[src/include/cond_fp_store_pkg.sv]
package cond_fp_store_pkg;
	// ==========================================================
	// Register map, byte addresses on the register bus.
	localparam int unsigned ADDR_W = 8;
	localparam logic [7:0] OFS_INSN = 8'h00;
	localparam logic [7:0] OFS_BASE = 8'h04;
	localparam logic [7:0] OFS_COND = 8'h08;
	localparam logic [7:0] OFS_DATA_LO = 8'h0C;
	localparam logic [7:0] OFS_DATA_HI = 8'h10;
	localparam logic [7:0] OFS_EXT_LO = 8'h14;
	localparam logic [7:0] OFS_EXT_HI = 8'h18;
	localparam logic [7:0] OFS_CTRL = 8'h1C;
	localparam logic [7:0] OFS_WATCH = 8'h20;
	localparam logic [7:0] OFS_STATUS = 8'h24;
	localparam logic [7:0] OFS_ADDR = 8'h28;
	localparam logic [7:0] OFS_EXT_STATE = 8'h2C;
	localparam logic [7:0] OFS_PC = 8'h30;
	// ==========================================================
	// Control bits.
	localparam int unsigned CTRL_W = 6;
	localparam int unsigned CTRL_PROC_FP_EN = 0;
	localparam int unsigned CTRL_FP_STATUS_EN = 1;
	localparam int unsigned CTRL_CACHEABLE = 2;
	localparam int unsigned CTRL_BYPASS = 3;
	localparam int unsigned CTRL_PHYS_BYPASS = 4;
	localparam int unsigned CTRL_WATCH_EN = 5;
	localparam logic [5:0] CTRL_RESET = 6'h00;
	localparam int unsigned STATUS_GAP_BIT = 7;
	// ==========================================================
	// Instruction encodings.
	localparam logic [1:0] OP_FMT3 = 2'h3;
	localparam logic [1:0] OP_FMT2 = 2'h0;
	localparam logic [5:0] OP3_ST_SINGLE = 6'h2C;
	localparam logic [5:0] OP3_ST_DOUBLE = 6'h2F;
	localparam logic [2:0] OP2_PREFIX = 3'h7;
	localparam int unsigned SLOT_W = 13;
	localparam int unsigned SLOT_SIMD = 12;
	localparam logic [31:0] INSN_STEP = 32'h0000_0004;
	localparam logic [31:0] SINGLE_STEP = 32'h0000_0004;
	localparam logic [31:0] DOUBLE_STEP = 32'h0000_0008;
	// ==========================================================
	// Trap codes and store sequencer states.
	typedef enum logic [2:0] {
		TRAP_NONE = 3'b000,
		TRAP_MISALIGN = 3'b001,
		TRAP_DSTORE_MISALIGN = 3'b010,
		TRAP_FPU_OFF = 3'b011,
		TRAP_DATA_ACCESS = 3'b100,
		TRAP_WATCH = 3'b101,
		TRAP_ILLEGAL_ACTION = 3'b110
	} trap_e;
	typedef enum logic [1:0] {
		ST_IDLE = 2'b00,
		ST_BASIC = 2'b01,
		ST_EXT = 2'b10
	} store_state_e;
endpackage : cond_fp_store_pkg

[src/logic/cond_fp_store_and_xar_prefix.sv]
// Overview of operation
// - Store class op3 10 1100 is single-width, 10 1111 is double-width.
// - Address is base plus sign-extended short offset shifted left two.
// - Single form writes a single value to a 4-byte aligned address.
// - Double form writes a double value to an 8-byte aligned address.
// - Single form traps as misaligned unless address is multiple of four.
// - Double form traps as misaligned unless address is multiple of four.
// - Non-SIMD double at 4-byte-only alignment raises the double-store trap.
// - Both forms trap when the floating-point unit is disabled.
// - A watchpoint match traps even if the write is suppressed.
// - SIMD form stores basic and extended halves as one instruction.
// - SIMD single stores two singles and needs 8-byte alignment.
// - SIMD double needs 16-byte alignment, only the generic misalign trap.
// - SIMD stores need cacheable space; only physical bypass spaces allowed.
// - SIMD halves keep total store order, basic before extended.
// - Watchpoints are checked separately on basic and extended stores.
// - Prefix is op2 111; combine bit picks one or two instructions.
// - One-instruction prefix with non-zero second fields is not illegal.
// - Prefix while extension state is valid raises the illegal-action trap.
// - Non-consecutive prefix and follower get an inserted trap step.
module cond_fp_store_and_xar_prefix (
	input wire logic i_clock,
	input wire logic i_rst,
	input wire logic i_wb_cyc,
	input wire logic i_wb_stb,
	input wire logic i_wb_we,
	input wire logic [7:0] i_wb_adr,
	input wire logic [3:0] i_wb_sel,
	input wire logic [31:0] i_wb_dat,
	output logic o_wb_ack,
	output logic [31:0] o_wb_dat,
	input wire logic i_mem_ready,
	output logic o_mem_valid,
	output logic [31:0] o_mem_addr,
	output logic [63:0] o_mem_data,
	output logic o_mem_double,
	output logic o_mem_ext,
	output logic o_trap_valid,
	output logic [2:0] o_trap_code,
	output logic o_gap_trap,
	output logic o_ext_valid
);
	// ==========================================================
	// State.
	typedef struct packed {
		logic ack;
		logic [31:0] rdat;
		logic [31:0] base;
		logic [31:0] cond;
		logic [31:0] dlo;
		logic [31:0] dhi;
		logic [31:0] elo;
		logic [31:0] ehi;
		logic [5:0] ctrl;
		logic [31:0] watch;
		logic [31:0] pc;
		logic [31:0] exp_pc;
		logic [7:0] status;
		logic ext_valid;
		logic [12:0] first;
		logic [12:0] second;
		logic second_pend;
		cond_fp_store_pkg::store_state_e state;
		logic simd;
		logic [31:0] ext_addr;
		logic [63:0] ext_data;
		logic mem_valid;
		logic [31:0] mem_addr;
		logic [63:0] mem_data;
		logic mem_double;
		logic mem_ext;
		logic trap_pulse;
		cond_fp_store_pkg::trap_e trap;
		logic gap_pulse;
	} state_s;

	state_s r_reg;
	state_s r_next;

	function automatic logic [31:0] merge_bytes(input logic [31:0] old_v,
		input logic [31:0] new_v, input logic [3:0] sel);
		logic [31:0] res;
		res = old_v;
		for (int k = 0; k < 4; k++) begin
			if (sel[k]) begin
				res[8*k +: 8] = new_v[8*k +: 8];
			end
		end
		return res;
	endfunction : merge_bytes

	// Watchpoints match on an 8-byte granule.
	function automatic logic watch_hit(input logic [31:0] addr,
		input logic [31:0] watch, input logic en);
		return en && (addr[31:3] == watch[31:3]);
	endfunction : watch_hit

	// ==========================================================
	// Decode of the word written to the instruction register.
	logic bus_req, busy, insn_wr, imm_bit, is_cstore, is_double, is_prefix;
	logic [1:0] op;
	logic [5:0] op3;
	logic [2:0] op2;
	logic [7:0] short_signed_offset;
	logic simd, fpu_ok, cache_ok, cond_set, watch_basic, watch_ext;
	logic [31:0] ea;
	logic [31:0] ext_addr;
	logic err_misalign, err_dstore;
	cond_fp_store_pkg::trap_e store_trap;

	assign bus_req = i_wb_cyc && i_wb_stb && !r_reg.ack;
	assign busy = r_reg.state != cond_fp_store_pkg::ST_IDLE;
	assign insn_wr = bus_req && i_wb_we && !busy
		&& (i_wb_adr == cond_fp_store_pkg::OFS_INSN);
	assign op = i_wb_dat[31:30];
	assign op3 = i_wb_dat[24:19];
	assign op2 = i_wb_dat[24:22];
	assign imm_bit = i_wb_dat[13];
	assign short_signed_offset = i_wb_dat[12:5];
	assign is_cstore = (op == cond_fp_store_pkg::OP_FMT3) && imm_bit
		&& ((op3 == cond_fp_store_pkg::OP3_ST_SINGLE)
		|| (op3 == cond_fp_store_pkg::OP3_ST_DOUBLE));
	assign is_double = op3 == cond_fp_store_pkg::OP3_ST_DOUBLE;
	assign is_prefix = (op == cond_fp_store_pkg::OP_FMT2)
		&& (op2 == cond_fp_store_pkg::OP2_PREFIX);
	assign simd = r_reg.ext_valid
		&& r_reg.first[cond_fp_store_pkg::SLOT_SIMD];
	assign ea = r_reg.base + {{22{short_signed_offset[7]}},
		short_signed_offset, 2'b00};
	assign ext_addr = ea + (is_double ? cond_fp_store_pkg::DOUBLE_STEP
		: cond_fp_store_pkg::SINGLE_STEP);
	assign fpu_ok = r_reg.ctrl[cond_fp_store_pkg::CTRL_PROC_FP_EN]
		&& r_reg.ctrl[cond_fp_store_pkg::CTRL_FP_STATUS_EN];
	assign cache_ok = r_reg.ctrl[cond_fp_store_pkg::CTRL_CACHEABLE]
		&& (!r_reg.ctrl[cond_fp_store_pkg::CTRL_BYPASS]
		|| r_reg.ctrl[cond_fp_store_pkg::CTRL_PHYS_BYPASS]);
	assign cond_set = r_reg.cond[31];
	assign watch_basic = watch_hit(ea, r_reg.watch,
		r_reg.ctrl[cond_fp_store_pkg::CTRL_WATCH_EN]);
	assign watch_ext = simd && watch_hit(ext_addr, r_reg.watch,
		r_reg.ctrl[cond_fp_store_pkg::CTRL_WATCH_EN]);
	assign err_dstore = !simd && is_double && (ea[1:0] == 2'b00)
		&& (ea[2] != 1'b0);
	assign err_misalign = simd ? (is_double ? ea[3:0] != 4'h0
		: ea[2:0] != 3'h0) : ea[1:0] != 2'b00;

	// Trap priority: unit disabled, alignment, space, then watchpoint.
	always_comb begin
		if (!fpu_ok) begin
			store_trap = cond_fp_store_pkg::TRAP_FPU_OFF;
		end else if (err_misalign) begin
			store_trap = cond_fp_store_pkg::TRAP_MISALIGN;
		end else if (err_dstore) begin
			store_trap = cond_fp_store_pkg::TRAP_DSTORE_MISALIGN;
		end else if (simd && !cache_ok) begin
			store_trap = cond_fp_store_pkg::TRAP_DATA_ACCESS;
		end else if (watch_basic || watch_ext) begin
			store_trap = cond_fp_store_pkg::TRAP_WATCH;
		end else begin
			store_trap = cond_fp_store_pkg::TRAP_NONE;
		end
	end

	// ==========================================================
	// Next state.
	always_comb begin
		r_next = r_reg;
		r_next.ack = bus_req && !(i_wb_we && busy
			&& (i_wb_adr == cond_fp_store_pkg::OFS_INSN));
		r_next.trap_pulse = 1'b0;
		r_next.gap_pulse = 1'b0;
		if (bus_req && !i_wb_we) begin
			if (i_wb_adr == cond_fp_store_pkg::OFS_BASE) begin
				r_next.rdat = r_reg.base;
			end else if (i_wb_adr == cond_fp_store_pkg::OFS_COND) begin
				r_next.rdat = r_reg.cond;
			end else if (i_wb_adr == cond_fp_store_pkg::OFS_DATA_LO) begin
				r_next.rdat = r_reg.dlo;
			end else if (i_wb_adr == cond_fp_store_pkg::OFS_DATA_HI) begin
				r_next.rdat = r_reg.dhi;
			end else if (i_wb_adr == cond_fp_store_pkg::OFS_EXT_LO) begin
				r_next.rdat = r_reg.elo;
			end else if (i_wb_adr == cond_fp_store_pkg::OFS_EXT_HI) begin
				r_next.rdat = r_reg.ehi;
			end else if (i_wb_adr == cond_fp_store_pkg::OFS_CTRL) begin
				r_next.rdat = {26'h000_0000, r_reg.ctrl};
			end else if (i_wb_adr == cond_fp_store_pkg::OFS_WATCH) begin
				r_next.rdat = r_reg.watch;
			end else if (i_wb_adr == cond_fp_store_pkg::OFS_STATUS) begin
				r_next.rdat = {23'h00_0000, busy, r_reg.status};
			end else if (i_wb_adr == cond_fp_store_pkg::OFS_ADDR) begin
				r_next.rdat = ea;
			end else if (i_wb_adr == cond_fp_store_pkg::OFS_EXT_STATE) begin
				r_next.rdat = {4'h0, r_reg.second, r_reg.first,
					r_reg.second_pend, r_reg.ext_valid};
			end else if (i_wb_adr == cond_fp_store_pkg::OFS_PC) begin
				r_next.rdat = r_reg.pc;
			end else begin
				r_next.rdat = 32'h0000_0000;
			end
		end
		if (bus_req && i_wb_we) begin
			if (i_wb_adr == cond_fp_store_pkg::OFS_BASE) begin
				r_next.base = merge_bytes(r_reg.base, i_wb_dat, i_wb_sel);
			end else if (i_wb_adr == cond_fp_store_pkg::OFS_COND) begin
				r_next.cond = merge_bytes(r_reg.cond, i_wb_dat, i_wb_sel);
			end else if (i_wb_adr == cond_fp_store_pkg::OFS_DATA_LO) begin
				r_next.dlo = merge_bytes(r_reg.dlo, i_wb_dat, i_wb_sel);
			end else if (i_wb_adr == cond_fp_store_pkg::OFS_DATA_HI) begin
				r_next.dhi = merge_bytes(r_reg.dhi, i_wb_dat, i_wb_sel);
			end else if (i_wb_adr == cond_fp_store_pkg::OFS_EXT_LO) begin
				r_next.elo = merge_bytes(r_reg.elo, i_wb_dat, i_wb_sel);
			end else if (i_wb_adr == cond_fp_store_pkg::OFS_EXT_HI) begin
				r_next.ehi = merge_bytes(r_reg.ehi, i_wb_dat, i_wb_sel);
			end else if (i_wb_adr == cond_fp_store_pkg::OFS_CTRL) begin
				r_next.ctrl = i_wb_sel[0] ? i_wb_dat[5:0] : r_reg.ctrl;
			end else if (i_wb_adr == cond_fp_store_pkg::OFS_WATCH) begin
				r_next.watch = merge_bytes(r_reg.watch, i_wb_dat, i_wb_sel);
			end else if (i_wb_adr == cond_fp_store_pkg::OFS_STATUS) begin
				if (i_wb_sel[0]) begin
					r_next.status = r_reg.status & ~i_wb_dat[7:0];
				end
			end else if (i_wb_adr == cond_fp_store_pkg::OFS_PC) begin
				r_next.pc = merge_bytes(r_reg.pc, i_wb_dat, i_wb_sel);
			end
		end
		// Store sequencer; the basic half completes before the extended one.
		case (r_reg.state)
			cond_fp_store_pkg::ST_BASIC: begin
				if (i_mem_ready) begin
					if (r_reg.simd) begin
						r_next.state = cond_fp_store_pkg::ST_EXT;
						r_next.mem_addr = r_reg.ext_addr;
						r_next.mem_data = r_reg.ext_data;
						r_next.mem_ext = 1'b1;
					end else begin
						r_next.state = cond_fp_store_pkg::ST_IDLE;
						r_next.mem_valid = 1'b0;
					end
				end
			end
			cond_fp_store_pkg::ST_EXT: begin
				if (i_mem_ready) begin
					r_next.state = cond_fp_store_pkg::ST_IDLE;
					r_next.mem_valid = 1'b0;
					r_next.mem_ext = 1'b0;
				end
			end
			default: begin
				r_next.state = cond_fp_store_pkg::ST_IDLE;
			end
		endcase
		if (insn_wr && is_prefix) begin
			if (r_reg.ext_valid) begin
				r_next.trap = cond_fp_store_pkg::TRAP_ILLEGAL_ACTION;
				r_next.trap_pulse = 1'b1;
			end else begin
				// Second fields are accepted even for a one-step prefix.
				r_next.ext_valid = 1'b1;
				r_next.first = {i_wb_dat[28:25], i_wb_dat[21:13]};
				r_next.second = i_wb_dat[12:0];
				r_next.second_pend = i_wb_dat[29];
				r_next.exp_pc = r_reg.pc + cond_fp_store_pkg::INSN_STEP;
			end
		end else if (insn_wr) begin
			if (r_reg.ext_valid) begin
				if (r_reg.pc != r_reg.exp_pc) begin
					r_next.gap_pulse = 1'b1;
				end
				if (r_reg.second_pend) begin
					r_next.first = r_reg.second;
					r_next.second = 13'h0000;
					r_next.second_pend = 1'b0;
					r_next.exp_pc = r_reg.pc + cond_fp_store_pkg::INSN_STEP;
				end else begin
					r_next.ext_valid = 1'b0;
				end
			end
			if (is_cstore) begin
				if (store_trap != cond_fp_store_pkg::TRAP_NONE) begin
					r_next.trap = store_trap;
					r_next.trap_pulse = 1'b1;
				end else if (cond_set) begin
					r_next.state = cond_fp_store_pkg::ST_BASIC;
					r_next.simd = simd;
					r_next.mem_valid = 1'b1;
					r_next.mem_addr = ea;
					r_next.mem_double = is_double;
					r_next.mem_ext = 1'b0;
					r_next.mem_data = is_double ? {r_reg.dhi, r_reg.dlo}
						: {32'h0000_0000, r_reg.dlo};
					r_next.ext_addr = ext_addr;
					r_next.ext_data = is_double ? {r_reg.ehi, r_reg.elo}
						: {32'h0000_0000, r_reg.elo};
				end
				// A clear condition bit leaves memory untouched.
			end
		end
		// Events set sticky status after software clears, so sets win.
		if (r_next.trap_pulse) begin
			r_next.status[r_next.trap] = 1'b1;
		end
		if (r_next.gap_pulse) begin
			r_next.status[cond_fp_store_pkg::STATUS_GAP_BIT] = 1'b1;
		end
	end

	always_ff @(posedge i_clock) begin
		if (i_rst) begin
			r_reg <= '0;
		end else begin
			r_reg <= r_next;
		end
	end

	assign o_wb_ack = r_reg.ack;
	assign o_wb_dat = r_reg.rdat;
	assign o_mem_valid = r_reg.mem_valid;
	assign o_mem_addr = r_reg.mem_addr;
	assign o_mem_data = r_reg.mem_data;
	assign o_mem_double = r_reg.mem_double;
	assign o_mem_ext = r_reg.mem_ext;
	assign o_trap_valid = r_reg.trap_pulse;
	assign o_trap_code = r_reg.trap;
	assign o_gap_trap = r_reg.gap_pulse;
	assign o_ext_valid = r_reg.ext_valid;

	// ==========================================================
	// Checks.
	logic st_go;
	assign st_go = insn_wr && is_cstore
		&& (store_trap == cond_fp_store_pkg::TRAP_NONE);
endmodule : cond_fp_store_and_xar_prefix
[config.mk]
export PLATFORM = sky130hd
export DESIGN_NAME = cond_fp_store_and_xar_prefix
export DESIGN_NICKNAME = d
export VERILOG_FILES = /design/src/include/cond_fp_store_pkg.sv /design/src/logic/cond_fp_store_and_xar_prefix.sv
export SDC_FILE = /design/constraint.sdc
export NUM_CORES = 2
export LEC_CHECK = 0
export BUFFER_PORTS_ARGS = -buffer_cell sky130_fd_sc_hd__buf_2
export CORE_ASPECT_RATIO = 1.4
export CORE_UTILIZATION = 60
export CTS_BUF_LIST = sky130_fd_sc_hd__clkbuf_4 sky130_fd_sc_hd__clkbuf_8 sky130_fd_sc_hd__clkbuf_16
export DETAILED_ROUTE_END_ITERATION = 10
export PLACE_DENSITY = 0.85
export SETUP_SLACK_MARGIN = 0.1
export SYNTH_ARGS = -nofsm -noshare
export SYNTH_HDL_FRONTEND = slang
export SYNTH_SLANG_ARGS = --single-unit
export TNS_END_PERCENT = 20
[constraint.sdc]
create_clock -name i_clock -period 9.1 [get_ports i_clock]
set_input_delay 1.365 -clock i_clock [delete_from_list [all_inputs] [get_ports i_clock]]
set_output_delay 1.365 -clock i_clock [all_outputs]
set_load 0.03 [all_outputs]
==> out/results.tsv <==
stage	metric	value	unit
synth	ys async rst share	0	%
power	overall power	5.00	mW
cts	Sink Count	566	
cts	Hold-fix buffers, CTS	0	
sta	Fmax achieved	0.134	GHz
grt	initial antenna violation count	2	
finish	Fill cells	3977	
sta	RSZ-0062 raised after global routing	false	
sta	setup tns final	0	ps
cts	clk buf depth	3	
worst_hold_path	Tightest Hold Check Type	flop to flop	
sta	relative slew slack	23.0	%
cts	CTS tree	done	
synth	number of flops mapped to enable cells by yosys	0	
grt	first-pass GRT wire length	151	mm
synth	sequential area share after synthesis	39.5	%
cts	Root Driver	clkbuf_16	
detailed_routing	Routed Antenna Nets	0	
synth	Synth cell types	87	
finish	max reg flops	427	
worst_setup_path	Worst Path Arrival	7930	ps
worst_setup_path	CP startpoint kind	primary input	
die	die width	187	um
synth	Yosys top cell area share	39.5	%
status	status	completed	
detailed_routing	Final Routed Wirelength	101	mm
synth	syn_nets	3646	
sta	# setup viols final	0	
detailed_routing	DRT Pass-1 Iters	8	
detailed_routing	routed vias	27200	
worst_setup_path	endpoint class of the critical path	flop	
sta	fin crit period	7450	ps
flow_run	number of max-cap violations	0	
sta	Clock Skew	31.3	ps
place	port bufs	187	
detailed_routing	WL/cell	24.5	um
worst_setup_path	Worst Path Max Fanout	143	
die	Die Y-Extent	261	um
finish	Reg area	11300	sq um
synth	Post-Syn Instances	3558	
die	CORE AREA	47000	sq um
sta	Worst-Margin Slew	1150	ps
cts	clock transition at the registers of the reported paths	60	ps
grt	largest net degree at the start of global routing	144	
place	GPL Wtd Cong	1.06	
power	Leak Pwr	10.6	nW
die	num rows	94	
cts	Num CTS Buffers	52	
sta	final worst-path cycle share	81.8	%
die	io pins	188	
synth	post-synth top area cell	dfxtp_1	
grt	total global-route track usage	40.4	%
sta	final hold vios	0	
synth	FF+latch count, synth	566	
worst_setup_path	Worst EP required	9580	ps
detailed_routing	Avg Vias per Cell	6.59	
finish	share of layout cells above drive strength 1	12.4	%
die	Initial Utilization	60.9	%
place	dpl hpwl	71.0	mm
cts	CTS HTree Levels	2	
grt	global route overflow	0	
cts	Clk Latency, worst-skew pair	610	ps
synth	Area contributors post-synth	dfxtp_1, nand2_1, a21oi_1, mux2i_1, nor2_1	
synth	Syn Std Cell Area	28600	sq um
detailed_routing	Initial DRC Count	3828	
grt	vias in the first global route	25200	
synth	Yosys warning total	0	
synth	Avg Cell Area, Syn	8.05	sq um
worst_setup_path	WS Path Type	primary input to flop	
cts	post-CTS resize count	0	
power	Max VDD drop	0.000161	V
die	Die ar.	48600	sq um
sta	Pins Over Slew Limit	0	
finish	final net count	3555	
synth	top_reg_cell synth	dfxtp_1	
finish	synth-to-layout area growth	6.54	%
finish	area of the multi-input gates	15300	sq um
power	PwrDens	164	nW/um^2
cts	Post CTS Setup Buffer Count	0	
detailed_routing	# DRC	0	
## critical path, stage by stage
cell       delay (ps)
buf_2             260
ha_1              270
inv_1              70
fa_1              520
fa_1              410
or2_2             360
a2111oi_0         700
nand4b_1          300
nor4_1            590
and4_1            370
nand2_1           130
or3_1             370
xnor2_1           160
o211a_1           210
a41o_2            380
nor3_4            400
buf_12            510
nor2_1            170
a211oi_1          320
## through the flow
stage	utilization, %	instances	hold WS, ps	area [sq um]	worst slack [ps]
3_5_place_dp	61.2	4037	422	28800	1420
4_1_cts	64.9	4132	434	30500	1890
2_1_floorplan	-	3558	409	28700	2670
5_1_grt	64.9	4132	474	30500	1490
6_report	64.9	4134	433	30500	1650
3_3_place_gp	61.2	4037	417	28800	1520
## cell usage after synthesis, types with 13 or more instances
library cell / number
a211oi_1: 90
a21oi_1: 429
a221oi_1: 41
a222oi_1: 18
a22o_1: 18
a22oi_1: 52
and2_1: 20
and3_1: 16
buf_1: 13
buf_2: 17
buf_4: 145
clkbuf_1: 195
dfxtp_1: 566
ha_1: 36
inv_1: 24
mux2_2: 62
mux2i_1: 125
nand2_1: 654
nand2b_1: 45
nand3_1: 143
nand4_1: 27
nor2_1: 313
nor3_1: 21
nor4_1: 21
o211ai_1: 33
o21ai_0: 53
o22ai_1: 13
or2_1: 27
or2_2: 14
xnor2_1: 99
xor2_1: 47
## kinds of logic (layout without fill, tap and decap cells)
group / after synthesis / count (layout) / share of synthesized area, %
XOR/XNOR: 148 / 148 / 4.62
AO/OA/AOI/OAI: 865 / 865 / 19.2
AND/OR/NAND/NOR: 1356 / 1356 / 20.9
flip-flops: 566 / 566 / 39.5
multiplexers: 187 / 187 / 6.80
buffers and inverters: 398 / 348 / 7.27
other: 0 / 2 / 0
adder cells (fa/ha/maj): 38 / 38 / 1.71
## final cells by class
type                            instances  share of cell area [%]
Antenna cell                            2                  0.0164
Clock buffer                           72                    4.96
Clock inverter                         23                   0.754
Inverter                               25                   0.307
Multi-Input combinational cell       2594                    50.1
Sequential cell                       566                    37.1
Tap cell                              624                    2.56
Timing Repair Buffer                  228                    4.23
## power breakdown
part           leakage, nW  switching (mW)  total [mW]  internal [mW]
sequential            4.56         0.00543        2.49           2.48
combinational         5.12           0.200       0.258         0.0585
clock                0.880           0.999        2.26           1.26
total                 10.6            1.20        5.00           3.80
## layout by cell type, fill, tap and decap left out, types with 33 or more instances in the layout
cell type    n
o211ai_1    33
ha_1        36
a22oi_1     52
buf_4       38
dfxtp_1    566
xnor2_1     99
nand2b_1    45
a221oi_1    41
mux2i_1    125
mux2_2      62
a21oi_1    429
nand2_1    654
nand3_1    142
clkbuf_16   52
o21ai_0     53
a211oi_1    90
buf_2      186
nor2_1     304
xor2_1      47
## worst paths after layout
path / start / end / slack [ps] / cells after the start
hold / removal: r_reg[231]$_SDFF_PP0_ / r_reg[231]$_SDFF_PP0_ / 430 / 2
hold reg to reg: r_reg[231]$_SDFF_PP0_ / r_reg[231]$_SDFF_PP0_ / 430 / 2
setup / recovery: i_wb_dat[5] / o_mem_addr[21]$_SDFF_PP0_ / 1650 / 19
setup reg to reg: r_reg[503]$_SDFFE_PP0P_ / o_mem_addr[21]$_SDFF_PP0_ / 2340 / 18
## per-layer routing
metal | part of all wire (%) | global-route usage (%) | wire [um]
met4 | 9.9 | 34.4 | 10000
met3 | 12 | 10.8 | 12300
met1 | 34 | 46.5 | 34900
met5 | 0.022 | 0 | 22
met2 | 43 | 62.6 | 44000
Power figures use the tool's default switching activity.
